File: src/divchain_pkg.sv
package divchain_pkg;
   localparam int ref_div_w = 6;
   localparam int fb_div_w = 10;
   localparam int pre_div_w = 3;
   localparam int out_div_w = 4;
   localparam int delay_w = 8;
   localparam int num_outputs = 5;
   localparam int flag_w = 7;
   localparam int power_w = 5;
   localparam logic [power_w-1:0] power_reset = 5'h00;
   localparam logic [flag_w-1:0] mask_reset = 7'h0a;
   localparam logic invert_reset = 1'b1;
   localparam int flag_ref_valid = 0;
   localparam int flag_lock = 1;
   localparam int flag_amp_low = 4;
   localparam int flag_amp_high = 5;
   localparam int pwr_all = 0;
   localparam int pwr_pll = 1;
   localparam int pwr_out = 2;
   localparam int pwr_osc = 3;
   localparam int pwr_refdet = 4;
   typedef enum logic [1:0] {
      sync_idle = 2'b00,
      sync_hold = 2'b01,
      sync_count = 2'b11,
      sync_run = 2'b10
   } sync_state_t;
endpackage

File: src/divchain_if.sv
`timescale 1ns/100ps
interface divchain_if;
   logic tick;
   logic [divchain_pkg::out_div_w-1:0] ratio;
   logic load;
   logic enable;
   logic pulse;
   logic clk_out;
   modport chain (output tick, output ratio, output load, output enable,
      input pulse, input clk_out);
   modport divider (input tick, input ratio, input load, input enable,
      output pulse, output clk_out);
endinterface

File: src/divchain_top.sv
`timescale 1ns/100ps
// What this block does
// [RULE_01] reference clock divided by reference divider gives comparison-rate pulses
// [RULE_02] alignment mode off: feedback divides oscillator by feedback divider only
// [RULE_03] alignment mode on: feedback divides by feedback, prescaler, first output divider
// [RULE_04] each of five outputs divides oscillator by prescaler times own divider
// [RULE_05] on sync, each output start delayed by its count of prescaler cycles
// [RULE_06] status pin high when any masked-in flag asserts; the code drives it low instead when status_invert is set
// [RULE_07] power control resets to zero, all blocks enabled
// [RULE_08] status is OR of flags AND mask, XOR invert setting
// [RULE_09] alignment mode selects which divided signal returns to phase detector
module clock_divider_chain_sync_delay
   import divchain_pkg::*;
(
   input wire logic clk,
   input wire logic rst_b,
   input wire logic ref_in,
   input wire logic osc_in,
   input wire logic sync_in,
   input wire logic [ref_div_w-1:0] ref_div,
   input wire logic [fb_div_w-1:0] fb_div,
   input wire logic [pre_div_w-1:0] pre_div,
   input wire logic [num_outputs*out_div_w-1:0] output_divider,
   input wire logic [num_outputs*delay_w-1:0] output_start_delay,
   input wire logic ref_align_mode,
   input wire logic [power_w-1:0] power_ctrl,
   input wire logic power_write,
   input wire logic [flag_w-1:0] status_flags,
   input wire logic [flag_w-1:0] status_mask,
   input wire logic status_invert,
   output logic pfd_ref_pulse,
   output logic pfd_fb_pulse,
   output logic [num_outputs-1:0] clk_out,
   output logic [num_outputs-1:0] out_running,
   output logic [power_w-1:0] power_state,
   output logic status_pin
);
   ////////////////////////////////////////////////////////////////////
   // pin synchronisers: first stage read only by the second
   logic [2:0] meta_r;
   logic [2:0] pin_r;
   logic ref_d_r;
   logic osc_d_r;
   logic sync_d_r;
   logic ref_edge;
   logic osc_edge;
   logic sync_edge;

   always_ff @(posedge clk)
   begin
      if (!rst_b)
      begin
         meta_r <= '0;
         pin_r <= '0;
         ref_d_r <= 1'b0;
         osc_d_r <= 1'b0;
         sync_d_r <= 1'b0;
      end
      else
      begin
         meta_r <= {sync_in, osc_in, ref_in};
         pin_r <= meta_r;
         ref_d_r <= pin_r[0];
         osc_d_r <= pin_r[1];
         sync_d_r <= pin_r[2];
      end
   end

   assign ref_edge = pin_r[0] & ~ref_d_r;
   assign osc_edge = pin_r[1] & ~osc_d_r;
   assign sync_edge = pin_r[2] & ~sync_d_r;

   ////////////////////////////////////////////////////////////////////
   // power control; zero keeps everything on
   logic [power_w-1:0] pwr_r;
   logic [power_w-1:0] pwr_nxt;
   logic pll_on;
   logic out_on;

   always_comb
   begin
      pwr_nxt = power_write ? power_ctrl : pwr_r;
   end

   always_ff @(posedge clk)
   begin
      if (!rst_b)
         pwr_r <= power_reset; // RULE_07
      else
         pwr_r <= pwr_nxt;
   end

   assign pll_on = ~(pwr_r[pwr_all] | pwr_r[pwr_pll] | pwr_r[pwr_osc]);
   assign out_on = ~(pwr_r[pwr_all] | pwr_r[pwr_out] | pwr_r[pwr_osc]);

   ////////////////////////////////////////////////////////////////////
   // reference, prescaler and feedback counters
   logic [ref_div_w-1:0] rcnt_r;
   logic [ref_div_w-1:0] rcnt_nxt;
   logic rpulse_r;
   logic rpulse_nxt;
   logic [pre_div_w-1:0] pcnt_r;
   logic [pre_div_w-1:0] pcnt_nxt;
   logic ptick_r;
   logic ptick_nxt;
   logic [fb_div_w-1:0] ncnt_r;
   logic [fb_div_w-1:0] ncnt_nxt;
   logic npulse_r;
   logic npulse_nxt;
   logic fb_src;
   logic [num_outputs-1:0] div_pulse;

   // in alignment mode the chain through output 0 feeds the N counter
   assign fb_src = ref_align_mode ? div_pulse[0] : osc_edge; // RULE_09 RULE_02 RULE_03

   always_comb
   begin
      rcnt_nxt = rcnt_r;
      rpulse_nxt = 1'b0;
      pcnt_nxt = pcnt_r;
      ptick_nxt = 1'b0;
      ncnt_nxt = ncnt_r;
      npulse_nxt = 1'b0;
      if (!pll_on)
      begin
         rcnt_nxt = '0;
         ncnt_nxt = '0;
      end
      else
      begin
         if (ref_edge)
         begin
            if (rcnt_r + 6'h01 >= ref_div) // RULE_01
            begin
               rcnt_nxt = '0;
               rpulse_nxt = 1'b1;
            end
            else
               rcnt_nxt = rcnt_r + 6'h01;
         end
         if (fb_src)
         begin
            if (ncnt_r + 10'h001 >= fb_div) // RULE_02 RULE_03
            begin
               ncnt_nxt = '0;
               npulse_nxt = 1'b1;
            end
            else
               ncnt_nxt = ncnt_r + 10'h001;
         end
      end
      if (osc_edge && out_on)
      begin
         if (pcnt_r + 3'h1 >= pre_div) // RULE_04
         begin
            pcnt_nxt = '0;
            ptick_nxt = 1'b1;
         end
         else
            pcnt_nxt = pcnt_r + 3'h1;
      end
   end

   always_ff @(posedge clk)
   begin
      if (!rst_b)
      begin
         rcnt_r <= '0;
         rpulse_r <= 1'b0;
         pcnt_r <= '0;
         ptick_r <= 1'b0;
         ncnt_r <= '0;
         npulse_r <= 1'b0;
      end
      else
      begin
         rcnt_r <= rcnt_nxt;
         rpulse_r <= rpulse_nxt;
         pcnt_r <= pcnt_nxt;
         ptick_r <= ptick_nxt;
         ncnt_r <= ncnt_nxt;
         npulse_r <= npulse_nxt;
      end
   end

   ////////////////////////////////////////////////////////////////////
   // sync sequencer and per-output start delay
   sync_state_t st_r;
   sync_state_t st_nxt;
   logic [num_outputs*delay_w-1:0] dly_r;
   logic [num_outputs*delay_w-1:0] dly_nxt;
   logic [num_outputs-1:0] run_r;
   logic [num_outputs-1:0] run_nxt;

   always_comb
   begin
      st_nxt = st_r;
      dly_nxt = dly_r;
      run_nxt = run_r;
      case (st_r)
         sync_idle:
         begin
            run_nxt = '1;
            if (sync_edge)
               st_nxt = sync_hold;
         end
         sync_hold:
         begin
            // outputs stop and delays reload before counting
            run_nxt = '0;
            dly_nxt = output_start_delay;
            st_nxt = sync_count;
         end
         sync_count:
         begin
            for (int i = 0; i < num_outputs; i++)
            begin
               if (dly_r[i*delay_w +: delay_w] == 8'h00)
                  run_nxt[i] = 1'b1;
               else if (ptick_r)
                  dly_nxt[i*delay_w +: delay_w] = dly_r[i*delay_w +: delay_w] - 8'h01; // RULE_05
            end
            if (&run_r)
               st_nxt = sync_run;
         end
         default:
         begin
            run_nxt = '1;
            st_nxt = sync_idle;
         end
      endcase
      if (!out_on)
         run_nxt = '0;
   end

   always_ff @(posedge clk)
   begin
      if (!rst_b)
      begin
         st_r <= sync_idle;
         dly_r <= '0;
         run_r <= '0;
      end
      else
      begin
         st_r <= st_nxt;
         dly_r <= dly_nxt;
         run_r <= run_nxt;
      end
   end

   ////////////////////////////////////////////////////////////////////
   // output dividers
   logic [num_outputs-1:0] div_clk;

   for (genvar g = 0; g < num_outputs; g++)
   begin : g_out
      divchain_if ch ();
      assign ch.tick = ptick_r;
      assign ch.ratio = output_divider[g*out_div_w +: out_div_w];
      assign ch.load = (st_r == sync_hold);
      assign ch.enable = run_r[g]; // RULE_05
      assign div_pulse[g] = ch.pulse;
      assign div_clk[g] = ch.clk_out;
      divchain_counter u_div (
         .clk(clk),
         .rst_b(rst_b),
         .dv(ch.divider)
      );
   end

   ////////////////////////////////////////////////////////////////////
   // registered outputs
   logic stat_nxt;

   always_comb
   begin
      stat_nxt = (|(status_flags & status_mask)) ^ status_invert; // RULE_06 RULE_08
   end

   always_ff @(posedge clk)
   begin
      if (!rst_b)
      begin
         pfd_ref_pulse <= 1'b0;
         pfd_fb_pulse <= 1'b0;
         clk_out <= '0;
         out_running <= '0;
         power_state <= power_reset;
         status_pin <= 1'b0;
      end
      else
      begin
         pfd_ref_pulse <= rpulse_r;
         pfd_fb_pulse <= npulse_r;
         clk_out <= div_clk;
         out_running <= run_r;
         power_state <= pwr_r;
         status_pin <= stat_nxt;
      end
   end
endmodule

File: src/divchain_counter.sv
`timescale 1ns/100ps
module divchain_counter
   import divchain_pkg::*;
(
   input wire logic clk,
   input wire logic rst_b,
   divchain_if.divider dv
);
   logic [out_div_w-1:0] cnt_r;
   logic [out_div_w-1:0] cnt_nxt;
   logic half_r;
   logic half_nxt;
   logic pulse_r;
   logic pulse_nxt;

   always_comb
   begin
      cnt_nxt = cnt_r;
      half_nxt = half_r;
      pulse_nxt = 1'b0;
      if (dv.load || !dv.enable)
      begin
         cnt_nxt = '0;
         half_nxt = 1'b0;
      end
      else if (dv.tick)
      begin
         // ratio 0 treated as 1 so the divider never stalls
         if (cnt_r + 4'h1 >= dv.ratio)
         begin
            cnt_nxt = '0;
            pulse_nxt = 1'b1;
         end
         else
         begin
            cnt_nxt = cnt_r + 4'h1;
         end
         half_nxt = ((cnt_nxt) < (dv.ratio >> 1)) ? 1'b1 : 1'b0;
      end
   end

   always_ff @(posedge clk)
   begin
      if (!rst_b)
      begin
         cnt_r <= '0;
         half_r <= 1'b0;
         pulse_r <= 1'b0;
      end
      else
      begin
         cnt_r <= cnt_nxt;
         half_r <= half_nxt;
         pulse_r <= pulse_nxt;
      end
   end

   assign dv.pulse = pulse_r;
   assign dv.clk_out = half_r;
endmodule

File: config.mk
export PLATFORM = sky130hd
export DESIGN_NAME = clock_divider_chain_sync_delay
export DESIGN_NICKNAME = d
export VERILOG_FILES = /design/src/divchain_pkg.sv /design/src/divchain_if.sv /design/src/divchain_top.sv /design/src/divchain_counter.sv
export SDC_FILE = /design/constraint.sdc
export NUM_CORES = 1
export LEC_CHECK = 0
export BUFFER_PORTS_ARGS = -buffer_cell sky130_fd_sc_hd__buf_2
export CAP_MARGIN = 20
export CORE_UTILIZATION = 35
export CTS_CLUSTER_DIAMETER = 100
export DETAILED_ROUTE_END_ITERATION = 8
export SLEW_MARGIN = 20
export SYNTH_ARGS = -nofsm -noshare
export SYNTH_HDL_FRONTEND = slang
export SYNTH_SLANG_ARGS = --single-unit
File: constraint.sdc
create_clock -name clk -period 5.4 [get_ports clk]
set_input_delay 0.81 -clock clk [delete_from_list [all_inputs] [get_ports clk]]
set_output_delay 0.81 -clock clk [all_outputs]
set_load 0.02 [all_outputs]
==> results of run 1 <==
==> metrics by stage <==
stage,total power (uW),hold WS [ns],cell area (um2)
final,2530,0.431,8970
after global routing,2660,0.472,8970
after CTS,2570,0.433,8960
after detailed placement,1280,0.419,8310
after global placement,1280,0.416,8310
after floorplan,1180,0.412,7470
==> cells in the mapped netlist, types with 8 or more instances <==
cell type	number	area, um2
nand2_1	151	567
dfxtp_1	127	2540
a21oi_1	75	375
ha_1	67	838
inv_1	55	206
o21ai_0	47	235
nor2_1	44	165
and2_1	40	250
nand3_1	38	190
clkbuf_1	28	105
o211ai_1	28	210
nor3_1	24	120
a31oi_1	16	100
xnor2_1	16	140
xor2_1	12	105
a22o_1	11	96.3
nand2b_1	10	62.6
o22ai_1	10	62.6
o31ai_1	10	75.1
a21o_1	8	60.1
nor4_1	8	50.1
==> cell families after synthesis <==
| logic type | count (synthesis) | synth area share, % |
|---|---|---|
| XOR/XNOR | 28 | 3.28 |
| flip-flops | 127 | 34.0 |
| buffers and inverters | 97 | 5.09 |
| AND/OR/NAND/NOR | 369 | 24.4 |
| adder cells (fa/ha/maj) | 67 | 11.2 |
| multiplexers | 6 | 0.804 |
| AO/OA/AOI/OAI | 248 | 21.2 |
==> worst min path at each step <==
stage | from | to | slack (ns) | cells past startpoint
floorplan | npulse_r | pfd_fb_pulse | 0.41 | 1
global placement | rpulse_r | pfd_ref_pulse | 0.42 | 1
detailed placement | rpulse_r | pfd_ref_pulse | 0.42 | 1
CTS | rpulse_r | pfd_ref_pulse | 0.43 | 1
global route | rpulse_r | pfd_ref_pulse | 0.47 | 1
finish | rpulse_r | pfd_ref_pulse | 0.43 | 1
==> per-layer routing <==
| metal | wire length (um) | share of wire, % |
|---|---|---|
| met2 | 7880 | 45 |
| met3 | 835 | 4.7 |
| met1 | 8820 | 50 |
| met4 | 141 | 0.80 |
| met5 | 10 | 0.057 |
==> final cells by class <==
cell class,instances,area [um2]
multi-input combinational,718,4570
fill,2103,12000
tap,275,344
clock inverter,10,184
clock buffer,21,470
sequential,127,2540
timing repair buffer,129,661
inverter,55,206
==> critical path, cell delays in order (launching register included) <==
cell	delay, ns
dfxtp_1	0.41
ha_1	0.27
and3_1	0.26
nand3_1	0.18
nor2_1	0.17
xnor2_1	0.17
inv_1	0.07
ha_1	0.27
nand2_1	0.08
nor2_1	0.06
a31oi_1	0.74
nand2_1	0.16
o31ai_1	0.24
==> sequential cells by signal, indices dropped and copies added, names as in the netlist, 2 cells and up <==
signal                  count
power_state                 5
pin_r                       3
run_r                       5
ncnt_r                     10
g_out.u_div.cnt_r          20
dly_r                      40
out_running                 5
meta_r                      3
pcnt_r                      3
st_r                        2
rcnt_r                      6
clk_out                     5
g_out.u_div.dv.clk_out      5
pwr_r                       5
==> report_power, final <==
group	switching, uW	internal (uW)	total [uW]
registers	29.1	966	995
logic	148	116	264
clock network	422	853	1280
total	599	1930	2530
==> run_results.csv, run 1 <==
group,metric,value,unit
clocking,holdBufCountCts,0,
synthesis,synthArstFlopShare,0,%
sta,slew_viol_final,0,
global_routing,track_usage,16.7,%
clocking,numCtsBuffers,17,
placed_design,port_buffers,123,
sta,setup-tns-final,0,ns
floorplanning,die_h,148,um
detailed_routing,first_pass_iters,6,
floorplanning,fp-row-count,53,
detailed_routing,wirelength,17.7,mm
min_path,hold_path_class,"reg -> reg",
placed_design,dp.cells,1303,
final_layout,antenna_cells,0,
synthesis,synth_cell_type_count,56,
power_and_ir_drop,irDropWorstVdd,177,uV
sta,fin_crit_sh,58.8,%
clocking,cts_tree,"done",
placed_design,preCtsSetupSlack,2.17,ns
power_and_ir_drop,leakage,0.00410,uW
detailed_routing,vias,6837,
final_layout,drive_above_1_share,16.7,%
placed_design,dpl.hpwl,12.3,mm
critical_path,path_max_fanout,10,
critical_path,start_kind,"flop",
global_routing,grt-ovfl-total,0,
sta,setup_ws,2.23,ns
critical_path,rr_worst_depth,12,
placed_design,routabilityCongestion,0.763,
final_layout,layout_commonest_cell,"nand2_1",
critical_path,critPathRequiredTime,5.72,ns
run_status,status,"complete, no violations",
synthesis,avgSynthCellArea,7.93,um2
floorplanning,dieArea,21900,um2
clocking,cts_buffer_depth,2,
synthesis,synthesis.area,7470,um2
critical_path,setup.worst_path.start,"ncnt_r[0]",
final_layout,area_delta_synth_final,20.1,%
clocking,clk_latency,0.41,ns
clocking,post_cts_buffers,0,
sta,grt_setup_unrepaired,"no",
clocking,root_buffer,"clkbuf_16",
detailed_routing,routedWlPerCell,13.2,um
floorplanning,start_util,35.7,%
critical_path,r2r_slack,2.23,ns
synthesis,yosysSeqAreaShare,34.0,%
critical_path,r2r-start,"ncnt_r[0]",
clocking,ctsHtreeMaxLevel,4,
critical_path,r2r-end,"ncnt_r[8]",
detailed_routing,drt_iter0_drc,343,
detailed_routing,ant_nets,0,
power_and_ir_drop,power_density,282,nW/um2
final_layout,final_util,42.8,%
synthesis,ys_warn_count,0,
synthesis,synth_seq_cells,127,
flow_run,drv_cap,0,
global_routing,met2_usage,26.3,%
clocking,post_cts_resized,0,
floorplanning,core_area,21000,um2
final_layout,layout_common_cells,"nand2_1, dfxtp_1, buf_2",
global_routing,grt_pass1_vias,6351,
sta,skew,0.00801,ns
critical_path,endpoint_kind,"flop",
global_routing,grt_util_met3,3.37,%
global_routing,grt_pass1_wl,30.1,mm
final_layout,final_nets,1221,
floorplanning,die_x,148,um
synthesis,ys.flop_type,"dfxtp_1",
critical_path,crit_path_end,"ncnt_r[8]",
global_routing,globalRoute.busiestLayer,"met2",
clocking,clkSlewWorstSetupHoldPaths,0.06,ns
sta,hold_violations,0,
global_routing,grt_max_degree,101,
synthesis,postSynthNetCount,1115,
critical_path,crit_arrival,3.49,ns
sta,relSlewSlack,32.2,%
synthesis,syn-instance-count,942,
floorplanning,io_pins,124,
sta,tightest_slew,1.01,ns
global_routing,use_met1,23.1,%
final_layout,stdcell_count,1335,
detailed_routing,drc,0,
clocking,cts.sink_count,127,
global_routing,antenna_found_initial,1,
sta,post-route-min-period,3.17,ns
sta,finalSetupViolCount,0,
sta,timing.fmax,315,MHz
critical_path,worstSetupPathType,"reg -> reg",
synthesis,synth-edff-count,0,
detailed_routing,via_per_inst,5.12,
(Power assumes the default switching activity.)
==> inputs of run 2 (changes only) <==
Clock period 5.4 ns to 3 ns, I/O delays scaled along.
==> run_results.csv, run 2 (synthesized netlist as in run 1, its figures left out) <==
group,metric,value,unit
run_status,status,"complete, no violations",
critical_path,start_kind,"flop",
detailed_routing,wirelength,17.6,mm
global_routing,track_usage,16.4,%
final_layout,final_util,42.9,%
detailed_routing,vias,6819,
sta,setup-tns-final,0,ns
final_layout,reg_top3,"dly_r: 40 flops, g_out.u_div.cnt_r: 20 flops, ncnt_r: 10 flops",
global_routing,antenna_found_initial,1,
detailed_routing,via_per_inst,5.06,
sta,timing.fmax,352,MHz
floorplanning,core_area,21000,um2
final_layout,area_delta_synth_final,20.3,%
placed_design,routabilityCongestion,0.790,
sta,hold_violations,0,
final_layout,top_register,"dly_r",
critical_path,endpoint_kind,"flop",
sta,tightest_slew,0.768,ns
clocking,cts_buffer_depth,2,
detailed_routing,first_pass_iters,4,
detailed_routing,drt_iter0_drc,287,
sta,post-route-min-period,2.84,ns
final_layout,antenna_cells,0,
sta,slew_viol_final,0,
floorplanning,start_util,35.7,%
sta,skew,0.0134,ns
sta,grt_setup_unrepaired,"yes",
clocking,root_buffer,"clkbuf_16",
clocking,numCtsBuffers,17,
critical_path,crit_arrival,3.19,ns
global_routing,grt_pass1_vias,6245,
floorplanning,dieArea,21900,um2
clocking,ctsHtreeMaxLevel,4,
clocking,holdBufCountCts,0,
detailed_routing,drc,0,
floorplanning,die_x,148,um
floorplanning,fp-row-count,53,
power_and_ir_drop,power_density,480,nW/um2
critical_path,path_max_fanout,6,
floorplanning,io_pins,124,
critical_path,worstSetupPathType,"reg -> reg",
final_layout,largest_reg_flops,40,
placed_design,port_buffers,123,
sta,setup_ws,0.159,ns
global_routing,grt-ovfl-total,0,
flow_run,drv_cap,0,
global_routing,grt_max_degree,75,
clocking,clkSlewWorstSetupHoldPaths,0.06,ns
power_and_ir_drop,leakage,0.00409,uW
global_routing,grt_pass1_wl,29.4,mm
sta,finalSetupViolCount,0,
power_and_ir_drop,irDropWorstVdd,383,uV
floorplanning,die_h,148,um
min_path,hold_path_class,"in -> reg",
clocking,cts.sink_count,127,
clocking,cts_tree,"done",
placed_design,preCtsSetupSlack,0.120,ns
final_layout,final_nets,1233,
clocking,clk_latency,0.42,ns
final_layout,layout_common_cells,"nand2_1, dfxtp_1, buf_2",
final_layout,drive_above_1_share,17.8,%
placed_design,dpl.hpwl,12.5,mm
sta,fin_crit_sh,94.7,%
final_layout,layout_commonest_cell,"nand2_1",
sta,relSlewSlack,48.2,%
detailed_routing,routedWlPerCell,13.1,um
power_and_ir_drop,finalPower,4320,uW
detailed_routing,ant_nets,0,
critical_path,critPathRequiredTime,3.35,ns
## run 2: stage by stage
stage | cell area (um2) | hold slack, ns | std cells
3_3_place_gp | 8400 | 0.417 | 1316
2_1_floorplan | 7470 | 0.412 | 942
5_1_grt | 8990 | 0.254 | 1348
3_5_place_dp | 8400 | 0.420 | 1316
4_1_cts | 8980 | 0.246 | 1348
6_report | 8990 | 0.267 | 1348
## run 2: cell type report
| cell class | instances | area, um2 |
|---|---|---|
| clock buffers | 22 | 464 |
| clock inverters | 10 | 113 |
| fillers | 2140 | 12000 |
| inverters | 55 | 206 |
| multi-input cells | 718 | 4570 |
| flip-flops and latches | 127 | 2540 |
| well taps | 275 | 344 |
| repair buffers | 141 | 753 |
## run 2: repair_timing
item | in CTS | in global routing
setup endpoints to repair | 0 | 2
resized for setup | 0 | 4
setup buffers | 0 | 0
## run 2: path summary, 6_finish.rpt
kind	startpoint	to	slack, ns	depth (start not counted)
worst max-delay path	g_out[2].u_div.cnt_r[0]	g_out[2].u_div.dv.clk_out	0.16	12
worst min-delay path	ref_in	meta_r[0]	0.27	2
worst max register to register	g_out[2].u_div.cnt_r[0]	g_out[2].u_div.dv.clk_out	0.16	12
worst min register to register	rpulse_r	pfd_ref_pulse	0.43	1
## run 2: metal layers
| layer | track usage [%] | vias to the layer above | wire [um] |
|---|---|---|---|
| met5 | 0 | - | 11 |
| met4 | 4.18 | 2 | 72 |
| met3 | 3.93 | 11 | 715 |
| met2 | 26.3 | 135 | 7830 |
| met1 | 22.1 | 3092 | 9000 |
| li1 | - | 3579 | - |
## run 2: worst max-delay path, stage by stage, from the launching register on
cell and delay (ns):
dfxtp_1 0.40, ha_1 0.24, xor2_1 0.23, ha_1 0.27, nor3_1 0.23, nor2_2 0.09
nand2_2 0.13, and2_1 0.14, ha_1 0.23, a311oi_1 0.27, a21oi_1 0.07, a221o_1 0.34
a21oi_1 0.13
## run 2: where the power goes
| group | switching (uW) | internal [uW] | total [uW] | leakage [uW] |
|---|---|---|---|---|
| logic | 269 | 215 | 484 | 0.00279 |
| registers | 50.4 | 1740 | 1790 | 0.00103 |
| clock network | 782 | 1260 | 2040 | 0.000268 |
| total | 1100 | 3220 | 4320 | 0.00409 |
